--- src/clock_source_pkg.sv ---
// constants shared by the clock source selector and its divider
package clock_source_pkg;
  localparam logic [7:0] DIVIDER_OFFSET = 8'h95;
  localparam logic [7:0] SWITCH_OFFSET = 8'h96;
  localparam logic [7:0] ENABLE_OFFSET = 8'h97;
  localparam logic [7:0] IRQ_STATUS_OFFSET = 8'hA0;
  localparam logic [7:0] IRQ_CLEAR_OFFSET = 8'hA1;
  localparam logic [7:0] IRQ_ENABLE_OFFSET = 8'hA2;
  localparam logic [7:0] DIVIDER_RESET = 8'h00;
  localparam logic [7:0] ENABLE_RESET = 8'h30;
  localparam int FAST_STABLE_BIT = 5;
  localparam int SLOW_STABLE_BIT = 4;
  localparam int EXT_STABLE_BIT = 3;
  localparam int SELECT_LSB = 1;
  localparam int EXT_ENABLE_LSB = 6;
  localparam int FAST_ENABLE_BIT = 5;
  localparam int FAULT_BIT = 0;
  localparam logic [1:0] EXT_ENABLE_ON = 2'h3;
  localparam int IRQ_DONE_BIT = 0;
  localparam int IRQ_FAULT_BIT = 1;
  localparam int IRQ_LOCKED_BIT = 2;
  localparam int IRQ_WIDTH = 3;
  // synchroniser lanes: oscillator levels then stability flags
  localparam int LANE_FAST_CLK = 0;
  localparam int LANE_EXT_CLK = 1;
  localparam int LANE_SLOW_CLK = 2;
  localparam int LANE_FAST_RDY = 3;
  localparam int LANE_EXT_RDY = 4;
  localparam int LANE_SLOW_RDY = 5;
  localparam int LANES = 6;
  typedef enum logic [1:0] {
    SRC_FAST = 2'h0,
    SRC_EXT = 2'h1,
    SRC_SLOW = 2'h2,
    SRC_RESERVED = 2'h3
  } source_t;
  typedef enum logic [1:0] {
    SW_IDLE = 2'h0,
    SW_WAIT = 2'h1,
    SW_SWAP = 2'h3
  } switch_state_t;
endpackage

--- src/clock_source_ctrl.sv ---
// system clock source selection, enables, status and divider
`timescale 1ns/1ps
module clock_source_ctrl
  import clock_source_pkg::*;
(
  // clock and reset
  input wire logic clk,
  input wire logic rstn,
  // register port
  input wire logic [7:0] addr,
  input wire logic [7:0] wrData,
  input wire logic wrStrobe,
  input wire logic rdStrobe,
  output logic [7:0] rdData,
  // protection and programming state from the core
  input wire logic accessUnlocked,
  input wire logic inAppProgramming,
  // oscillators and external clock pin
  input wire logic fastOscClk,
  input wire logic fastOscReady,
  input wire logic slowOscClk,
  input wire logic slowOscReady,
  input wire logic externalClockPin,
  input wire logic externalClockReady,
  // controls and clock out
  output logic fastOscEnable,
  output logic externalInputEnable,
  output logic [1:0] activeSource,
  output logic sysClk,
  output logic irq
);
  logic [LANES-1:0] syncA_reg, syncB_reg;
  logic [7:0] divider_reg, divider_next;
  logic [1:0] extEnable_reg, extEnable_next;
  logic fastEnable_reg, fastEnable_next;
  logic fault_reg, fault_next;
  source_t active_reg, active_next;
  source_t target_reg, target_next;
  switch_state_t state_reg, state_next;
  logic [IRQ_WIDTH-1:0] irqStatus_reg, irqStatus_next;
  logic [IRQ_WIDTH-1:0] irqEnable_reg, irqEnable_next;
  logic [7:0] rdData_reg, rdData_next;
  logic fastOn, extOn, fastStable, extStable, slowStable;
  logic wrSwitch, wrEnable, wrLocked, swapNow, faultEvent;
  logic [IRQ_WIDTH-1:0] irqEvents;
  logic selLevel;

  function automatic logic source_ready(input source_t src, input logic fs,
                                        input logic es, input logic ss);
    unique case (src)
      SRC_FAST: source_ready = fs;
      SRC_EXT: source_ready = es;
      SRC_SLOW: source_ready = ss;
      default: source_ready = 1'b0;
    endcase
  endfunction

  ////////////////////////////////////////////////////////////////////////////
  // two-flop synchronisers for oscillator levels and ready flags
  always_ff @(posedge clk or negedge rstn) begin
    if (!rstn) begin
      syncA_reg <= '0;
      syncB_reg <= '0;
    end else begin
      syncA_reg <= {slowOscReady, externalClockReady, fastOscReady,
                    slowOscClk, externalClockPin, fastOscClk};
      syncB_reg <= syncA_reg;
    end
  end

  ////////////////////////////////////////////////////////////////////////////
  // enables and stability
  always_comb begin
    fastOn = fastEnable_reg | inAppProgramming;
    extOn = (extEnable_reg == EXT_ENABLE_ON);
    fastStable = inAppProgramming | (fastOn & syncB_reg[LANE_FAST_RDY]);
    extStable = extOn & syncB_reg[LANE_EXT_RDY];
    slowStable = syncB_reg[LANE_SLOW_RDY];
    wrSwitch = wrStrobe & accessUnlocked & (addr == SWITCH_OFFSET);
    wrEnable = wrStrobe & accessUnlocked & (addr == ENABLE_OFFSET);
    wrLocked = wrStrobe & ~accessUnlocked &
               ((addr == SWITCH_OFFSET) | (addr == ENABLE_OFFSET));
  end

  assign fastOscEnable = fastOn;
  assign externalInputEnable = extOn;

  ////////////////////////////////////////////////////////////////////////////
  // source switch sequencing
  always_comb begin
    state_next = state_reg;
    target_next = target_reg;
    active_next = active_reg;
    fault_next = fault_reg;
    faultEvent = 1'b0;
    swapNow = 1'b0;
    if (wrSwitch) begin
      target_next = source_t'(wrData[SELECT_LSB +: 2]);
      unique case (source_t'(wrData[SELECT_LSB +: 2]))
        SRC_FAST, SRC_EXT, SRC_SLOW: begin
          if (source_ready(source_t'(wrData[SELECT_LSB +: 2]), fastStable,
                           extStable, slowStable)) begin
            state_next = SW_SWAP;
          end else begin
            fault_next = 1'b1;
            faultEvent = 1'b1;
            // a disabled target is dropped; an enabled one is waited for
            if ((source_t'(wrData[SELECT_LSB +: 2]) == SRC_EXT && !extOn) ||
                (source_t'(wrData[SELECT_LSB +: 2]) == SRC_FAST && !fastOn)) begin
              state_next = SW_IDLE;
            end else begin
              state_next = SW_WAIT;
            end
          end
        end
        default: begin
          fault_next = 1'b1;
          faultEvent = 1'b1;
          state_next = SW_IDLE;
        end
      endcase
    end else begin
      unique case (state_reg)
        SW_IDLE: state_next = SW_IDLE;
        SW_WAIT: begin
          if (source_ready(target_reg, fastStable, extStable, slowStable)) begin
            state_next = SW_SWAP;
          end
        end
        SW_SWAP: begin
          if (!source_ready(target_reg, fastStable, extStable, slowStable)) begin
            state_next = SW_WAIT;
          end else if (!sysClk) begin
            // change only while the output is low, so no short pulse leaves
            swapNow = 1'b1;
            active_next = target_reg;
            fault_next = 1'b0;
            state_next = SW_IDLE;
          end
        end
        default: state_next = SW_IDLE;
      endcase
    end
  end

  always_comb begin
    unique case (active_reg)
      SRC_EXT: selLevel = syncB_reg[LANE_EXT_CLK];
      SRC_SLOW: selLevel = syncB_reg[LANE_SLOW_CLK];
      default: selLevel = syncB_reg[LANE_FAST_CLK];
    endcase
  end

  clock_divide_core divider (
    .clk(clk),
    .rstn(rstn),
    .srcLevel(selLevel),
    .restart(swapNow),
    .divFactor(divider_reg),
    .sysClk(sysClk)
  );

  assign activeSource = active_reg;

  ////////////////////////////////////////////////////////////////////////////
  // register writes, interrupt status and read port
  always_comb begin
    divider_next = divider_reg;
    extEnable_next = extEnable_reg;
    fastEnable_next = fastEnable_reg;
    irqEnable_next = irqEnable_reg;
    irqEvents = '0;
    irqEvents[IRQ_DONE_BIT] = swapNow;
    irqEvents[IRQ_FAULT_BIT] = faultEvent;
    irqEvents[IRQ_LOCKED_BIT] = wrLocked;
    irqStatus_next = irqStatus_reg;
    if (wrStrobe && addr == DIVIDER_OFFSET) begin
      divider_next = wrData;
    end
    if (wrEnable) begin
      extEnable_next = wrData[EXT_ENABLE_LSB +: 2];
      fastEnable_next = wrData[FAST_ENABLE_BIT];
    end
    if (wrStrobe && addr == IRQ_ENABLE_OFFSET) begin
      irqEnable_next = wrData[IRQ_WIDTH-1:0];
    end
    if (wrStrobe && addr == IRQ_CLEAR_OFFSET) begin
      irqStatus_next = irqStatus_next & ~wrData[IRQ_WIDTH-1:0];
    end
    // a new event wins over a clear in the same cycle
    irqStatus_next = irqStatus_next | irqEvents;
    rdData_next = 8'h00;
    if (rdStrobe) begin
      unique case (addr)
        DIVIDER_OFFSET: rdData_next = divider_reg;
        SWITCH_OFFSET: begin
          // select field reads zero
          rdData_next[FAST_STABLE_BIT] = fastStable;
          rdData_next[SLOW_STABLE_BIT] = slowStable;
          rdData_next[EXT_STABLE_BIT] = extStable;
        end
        ENABLE_OFFSET: begin
          rdData_next[EXT_ENABLE_LSB +: 2] = extEnable_reg;
          rdData_next[FAST_ENABLE_BIT] = fastOn;
          rdData_next[FAULT_BIT] = fault_reg;
        end
        IRQ_STATUS_OFFSET: rdData_next[IRQ_WIDTH-1:0] = irqStatus_reg;
        IRQ_ENABLE_OFFSET: rdData_next[IRQ_WIDTH-1:0] = irqEnable_reg;
        default: rdData_next = 8'h00;
      endcase
    end
  end

  always_ff @(posedge clk or negedge rstn) begin
    if (!rstn) begin
      divider_reg <= DIVIDER_RESET;
      extEnable_reg <= ENABLE_RESET[EXT_ENABLE_LSB +: 2];
      fastEnable_reg <= ENABLE_RESET[FAST_ENABLE_BIT];
      fault_reg <= ENABLE_RESET[FAULT_BIT];
      active_reg <= SRC_FAST;
      target_reg <= SRC_FAST;
      state_reg <= SW_IDLE;
      irqStatus_reg <= '0;
      irqEnable_reg <= '0;
      rdData_reg <= 8'h00;
    end else begin
      divider_reg <= divider_next;
      extEnable_reg <= extEnable_next;
      fastEnable_reg <= fastEnable_next;
      fault_reg <= fault_next;
      active_reg <= active_next;
      target_reg <= target_next;
      state_reg <= state_next;
      irqStatus_reg <= irqStatus_next;
      irqEnable_reg <= irqEnable_next;
      rdData_reg <= rdData_next;
    end
  end

  assign rdData = rdData_reg;
  assign irq = |(irqStatus_reg & irqEnable_reg);
endmodule

--- src/clock_divide_core.sv ---
// divides the selected oscillator level by twice the programmed factor; a factor of zero passes it undivided
`timescale 1ns/1ps
module clock_divide_core
  import clock_source_pkg::*;
(
  // clock and reset
  input wire logic clk,
  input wire logic rstn,
  // source and control
  input wire logic srcLevel,
  input wire logic restart,
  input wire logic [7:0] divFactor,
  // divided clock
  output logic sysClk
);
  logic prevLevel_reg, prevLevel_next;
  logic [7:0] cnt_reg, cnt_next;
  logic out_reg, out_next;
  logic rise;

  always_comb begin
    rise = srcLevel & ~prevLevel_reg;
    prevLevel_next = srcLevel;
    cnt_next = cnt_reg;
    out_next = out_reg;
    if (restart) begin
      cnt_next = 8'h00;
      out_next = 1'b0;
    end else if (divFactor == 8'h00) begin
      cnt_next = 8'h00;
      out_next = srcLevel;
    end else if (rise) begin
      // toggle every divFactor source periods: output period is twice that
      if (cnt_reg >= divFactor - 8'h01) begin
        cnt_next = 8'h00;
        out_next = ~out_reg;
      end else begin
        cnt_next = cnt_reg + 8'h01;
      end
    end
  end

  always_ff @(posedge clk or negedge rstn) begin
    if (!rstn) begin
      prevLevel_reg <= 1'b0;
      cnt_reg <= 8'h00;
      out_reg <= 1'b0;
    end else begin
      prevLevel_reg <= prevLevel_next;
      cnt_reg <= cnt_next;
      out_reg <= out_next;
    end
  end

  assign sysClk = out_reg;
endmodule

--- config.mk ---
export PLATFORM = sky130hd
export DESIGN_NAME = clock_source_ctrl
export DESIGN_NICKNAME = d
export VERILOG_FILES = /design/src/clock_source_pkg.sv /design/src/clock_source_ctrl.sv /design/src/clock_divide_core.sv
export SDC_FILE = /design/constraint.sdc
export NUM_CORES = 1
export LEC_CHECK = 0
export BUFFER_PORTS_ARGS = -buffer_cell sky130_fd_sc_hd__clkbuf_2
export CAP_MARGIN = 20
export CELL_PAD_IN_SITES_DETAIL_PLACEMENT = 1
export CELL_PAD_IN_SITES_GLOBAL_PLACEMENT = 1
export CORE_ASPECT_RATIO = 1.75
export CORE_MARGIN = 3
export CORE_UTILIZATION = 40
export CTS_BUF_LIST = sky130_fd_sc_hd__clkbuf_4
export DETAILED_ROUTE_END_ITERATION = 10
export GPL_TIMING_DRIVEN = 0
export PLACE_DENSITY_LB_ADDON = 0.2
export SLEW_MARGIN = 10
export SYNTH_ARGS = -nofsm -noshare
export SYNTH_HDL_FRONTEND = slang
export SYNTH_SLANG_ARGS = --single-unit
--- constraint.sdc ---
create_clock -name clk -period 4.5 [get_ports clk]
set_clock_uncertainty 0.1 [all_clocks]
set_input_delay 0.9 -clock clk [delete_from_list [all_inputs] [get_ports clk]]
set_output_delay 0.9 -clock clk [all_outputs]
set_load 0.005 [all_outputs]
# After elaboration in Yosys (flattened, before gate mapping)
# Index checks and enable logic that the tools add are counted.
# op_classes
add_sub_neg	2
magnitude_cmp	1
n_eq_ne	19
muxes	45
bitwise	19
reduce_logical	21
# op_table
operator	n
8-bit == test, second input constant	6
8-bit two-way mux	5
1-bit two-way mux	24
2-bit two-way mux	6
2-bit one-hot mux with 2 select lines	3
2-bit == test, second input constant	5
1-bit one-hot mux with 3 select lines	3
8-bit by 1-bit adder with 8-bit output, second input constant	1
1-bit bitwise AND	8
2-bit by 1-bit == test with 1-bit output, second input constant	4
8-bit >= comparator	1
8-bit zero test	1
4-bit AND reduction	2
8-bit by 1-bit subtractor with 8-bit output, second input constant	1
3-bit bitwise AND	2
3-bit inequality test, second input constant	2
2-bit one-hot mux with 3 select lines	1
3-bit nonzero test	2
3-bit OR reduction	2
1-bit logical AND	5
2-bit zero test	2
4-bit inequality test, second input constant	1
1-bit NOT	4
1-bit one-hot mux with 4 select lines	1
10 further kinds	15
# word_totals
regBits	54
in_bits	28
output_inout_bits	14
elab_cells	122

# Longest topological paths before layout
# depth
ltp_word	11
mapped_depth	10
depth_no_buf	10

# Hierarchy
# From an unflattened synthesis, not the netlist that was laid out.
# hier_totals
hier_cells	266
area_unflattened_um2	2974.1
# modules_own_cells
mod	n_inst	cells_per_inst	area_per_inst_um2	seq_area_each_um2
clock_source_ctrl	1	153	1889.3	1102.3
clock_divide_core	1	113	1084.8	250.2

# Worst setup path before layout
# No wires, ideal clock.
# synth_path
path_type	reg2reg
startpoint	reg divider_reg[3]
endpoint	reg divider.out_reg (netlist: divider.sysClk)
setup_ns	0.082
arrival_time_ns	2.258
t_required_ns	4.318
path_slack_ns	2.060
path_stages_with_launch	10
n_path_buf	0
synth_period_minus_slack_ns	2.440
cell_sequence	dfrtp_1 or4_1 nor2_1 xnor2_1 ha_1 nand2_1 nor3_1 a21oi_1 or4_1 a31oi_1
# synth_between
elab_chain_len	4
word_cells_on_any_way	8
classes_between	add/sub: 1; order compare: 1; mux: 2; reduce/logical: 4
# synth_lines
item	line	source
from (decl)	clock_source_ctrl.sv:33	logic [7:0] divider_reg, divider_next;
from (signal assigned)	clock_source_ctrl.sv:227	divider_reg <= divider_next;
8-bit by 1-bit subtractor with 8-bit output	clock_divide_core.sv:34	if (cnt_reg >= divFactor - 8'h01) begin
8-bit >= comparator	clock_divide_core.sv:34	
3-bit nonzero test (no line)	--	
2-bit AND reduction (no line)	--	
to (signal assigned)	clock_divide_core.sv:51	out_reg <= out_next;
to (decl)	clock_divide_core.sv:18	logic out_reg, out_next;
# Parallel ways exist; a longest one is shown, timed or not.
# A chain may end at the register's enable or synchronous reset.

# Worst setup path in the final report
# layout_path
startpoint	reg divider_reg[3]
endpoint	reg divider.cnt_reg[4]
# layout_between
elab_chain_len	6
word_cells_on_any_way	8
classes_between	add/sub: 1; order compare: 1; mux: 4; reduce/logical: 2
# layout_lines
item	line	source
8-bit by 1-bit subtractor with 8-bit output	clock_divide_core.sv:34	
8-bit >= comparator	clock_divide_core.sv:34	
8-bit two-way mux	clock_divide_core.sv:34	
8-bit two-way mux	clock_divide_core.sv:32	end else if (rise) begin
8-bit two-way mux	clock_divide_core.sv:29	end else if (divFactor == 8'h00) begin
8-bit two-way mux	clock_divide_core.sv:26	if (restart) begin
to (signal assigned)	clock_divide_core.sv:50	cnt_reg <= cnt_next;
to (decl)	clock_divide_core.sv:17	logic [7:0] cnt_reg, cnt_next;
# Parallel ways exist; a longest one is shown, timed or not. The select of a mux whose other input is x is not followed.

==> reports/summary.txt <==
outcome = complete, no violations
global route overflow = 0
critical-path cell list = or4_1 > nor2_1 > xnor2_1 > ha_1 > a21oi_1 > o21ai_0 > a21oi_1 > o211ai_1 > nor2_1
utilization after layout = 47.24%
Yosys cell types = 46
FFs w/ async S/R, synth = 100.0%
antenna violations before repair = 0
total wire length = 6.549 mm
most frequent cells in the layout = dfrtp_1 (53), clkbuf_2 (40), nand2_1 (30)
Post-synth EDFFs = 0
Fin. Hold Viols = 0
Worst-path clk slew = 0.16 ns
Post-Syn Area = 0.002698 mm²
HP Class = register to register
Synth Warn # = 0
Syn-to-layout area delta = 14.52%
crit start category = register
# rows = 39
critical-path cell with the highest stage delay = or4_1
Max Cap Violations = 0
global-route wire length before repair = 10.80 mm
Iteration-0 DRC Markers = 75
hpwl dp = 5.174 mm
largest net degree at the start of global routing = 55
Final nets = 341
drt via density = 5.452
Die Area = 0.007804 mm²
share of layout cells above drive strength 1 = 24.92%
via count = 2088
Die W = 68.08 µm
top_reg_cell synth = dfrtp_1
DR WL/cell = 17.10 µm
routability cong. = 0.8041
Final min period = 2.795 ns
Pre-antenna DRT Iters = 4
number of clock sinks = 54
H-tree depth = 2
TritonCTS clock tree = done
Inserted Diodes = 0
post-synthesis register bit count = 54
RSZ-0062 raised after global routing = false
post-CTS setup buffer count = 0
Peak VDD IR = 0.1767 mV
crit path max fanout = 6
worst r2r path cells = 9
max-slew violations = 0
Rel. slew slack = 50.09%
Longest Clk Path Bufs = 2
P per Cell Area = 317.6 mW/mm²
Worst Path Required = 4.74 ns
chip height = 114.6 µm
CP arrival = 3.04 ns
final hold slack = 0.2683 ns
Final TNS setup = 0 ns
Final period util = 62.11%
Cells on Worst Hold Path = 0
crit end category = register
core area = 0.006539 mm²
post-route cell area = 0.003089 mm²
Setup Viol. Count Final = 0
Final WS setup = 1.705 ns
antenna viol nets, final = 0
CTS Hold Bufs = 0
Worst Max-Slew Pin Slew = 0.7487 ns
clock latency on the worst-skew pair = 0.40 ns
Leakage Power = 0.001483 µW
pre-CTS setup slack = 1.683 ns
Post-Syn Nets = 294
commonest non-fill, non-tap cell in the layout = dfrtp_1
Starting Density = 41.26%
Total GRT Usage = 18.84%
Ports = 42
TritonCTS buffer count = 5
Largest stage delay, worst path = 0.54 ns
FMAX = 357.8 MHz
Area after DPL = 0.003003 mm²
Post-Syn Area per Cell = 10.66 µm²
# resized after CTS = 0
Port Buffers = 40
post-synthesis sequential area ratio = 50.14%
root buffer cell = clkbuf_4
Setup CP Type = register to register
vias in the first global route = 2211
synthesized netlist cell count = 253
DRC = 0
# fillers = 788
==> path summary, 6_finish.rpt <==
path	startpoint	endpoint	slack, ns
max in group asynchronous	rstn	rdData[6]	3.35
worst min-delay path	syncA_reg[3]	syncB_reg[3]	0.27
worst max-delay path	divider_reg[3]	divider.cnt_reg[4]	1.70
worst min register to register	syncA_reg[3]	syncB_reg[3]	0.27
min in group asynchronous	rstn	syncB_reg[1]	0.46
worst max register to register	divider_reg[3]	divider.cnt_reg[4]	1.70
==> critical path, delay by kind of cell (launching register included) <==
kind	cells	cell delay [ns]
adder cells (fa/ha/maj)	1	0.26
XOR/XNOR	1	0.13
AO/OA/AOI/OAI	4	0.92
flip-flops	1	0.50
AND/OR/NAND/NOR	3	0.84
==> layout make-up <==
type | instances | area (µm²) | share of cell area (%)
clock buffers | 5 | 37.54 | 1.215
inverters | 13 | 48.80 | 1.580
flip-flops and latches | 54 | 1353 | 43.78
plain buffers | 7 | 30.03 | 0.9721
multi-input cells | 179 | 1266 | 40.99
well taps | 82 | 102.6 | 3.321
repair buffers | 40 | 202.7 | 6.561
clock inverters | 3 | 48.80 | 1.580
==> cells by family after synthesis <==
kind of cell	after synthesis	share of synthesized area (%)
AND/OR/NAND/NOR	92	17.81
flip-flops	54	50.14
AO/OA/AOI/OAI	44	11.78
buffers and inverters	20	2.922
adder cells (fa/ha/maj)	13	6.030
XOR/XNOR	12	3.896
multiplexers	18	7.421
==> synthesized netlist by cell type, types with 3 or more instances <==
| library cell | instances | area share [%] |
|---|---|---|
| dfrtp_1 | 53 | 49 |
| nand2_1 | 30 | 4.2 |
| mux2_2 | 16 | 6.7 |
| nor2_1 | 16 | 2.2 |
| ha_1 | 13 | 6.0 |
| inv_1 | 13 | 1.8 |
| a21oi_1 | 12 | 2.2 |
| nand3_1 | 11 | 2.0 |
| xnor2_1 | 10 | 3.2 |
| a211oi_1 | 6 | 1.7 |
| nand4_1 | 6 | 1.4 |
| nor3_1 | 6 | 1.1 |
| nor2b_1 | 5 | 1.2 |
| o21ai_0 | 5 | 0.93 |
| clkbuf_1 | 4 | 0.56 |
| a21o_1 | 3 | 0.83 |
| nand2b_1 | 3 | 0.70 |
==> stage by stage <==
| step | instances | power [µW] |
|---|---|---|
| after detailed placement | 375 | 701.6 |
| after global placement | 375 | 693.6 |
| after global routing | 383 | 1034 |
| final | 383 | 981.2 |
| after CTS | 383 | 995.8 |
| after floorplan | 253 | 637.4 |
==> power by group <==
part	switching [µW]	internal (µW)	leakage (µW)	total, µW
registers	25.0	508	0.000714	533
logic	90.8	64.5	0.000725	155
clock network	172	121	0.0000433	292
==> metal layers <==
layer,GRT usage (%),part of all wire (%),vias to the layer above
met5,0,0,-
met4,5.710,1.5,0
met3,3.143,3.0,8
met2,35.18,59,32
met1,20.80,37,1059
li1,-,-,989
(Power assumes the default switching activity.)
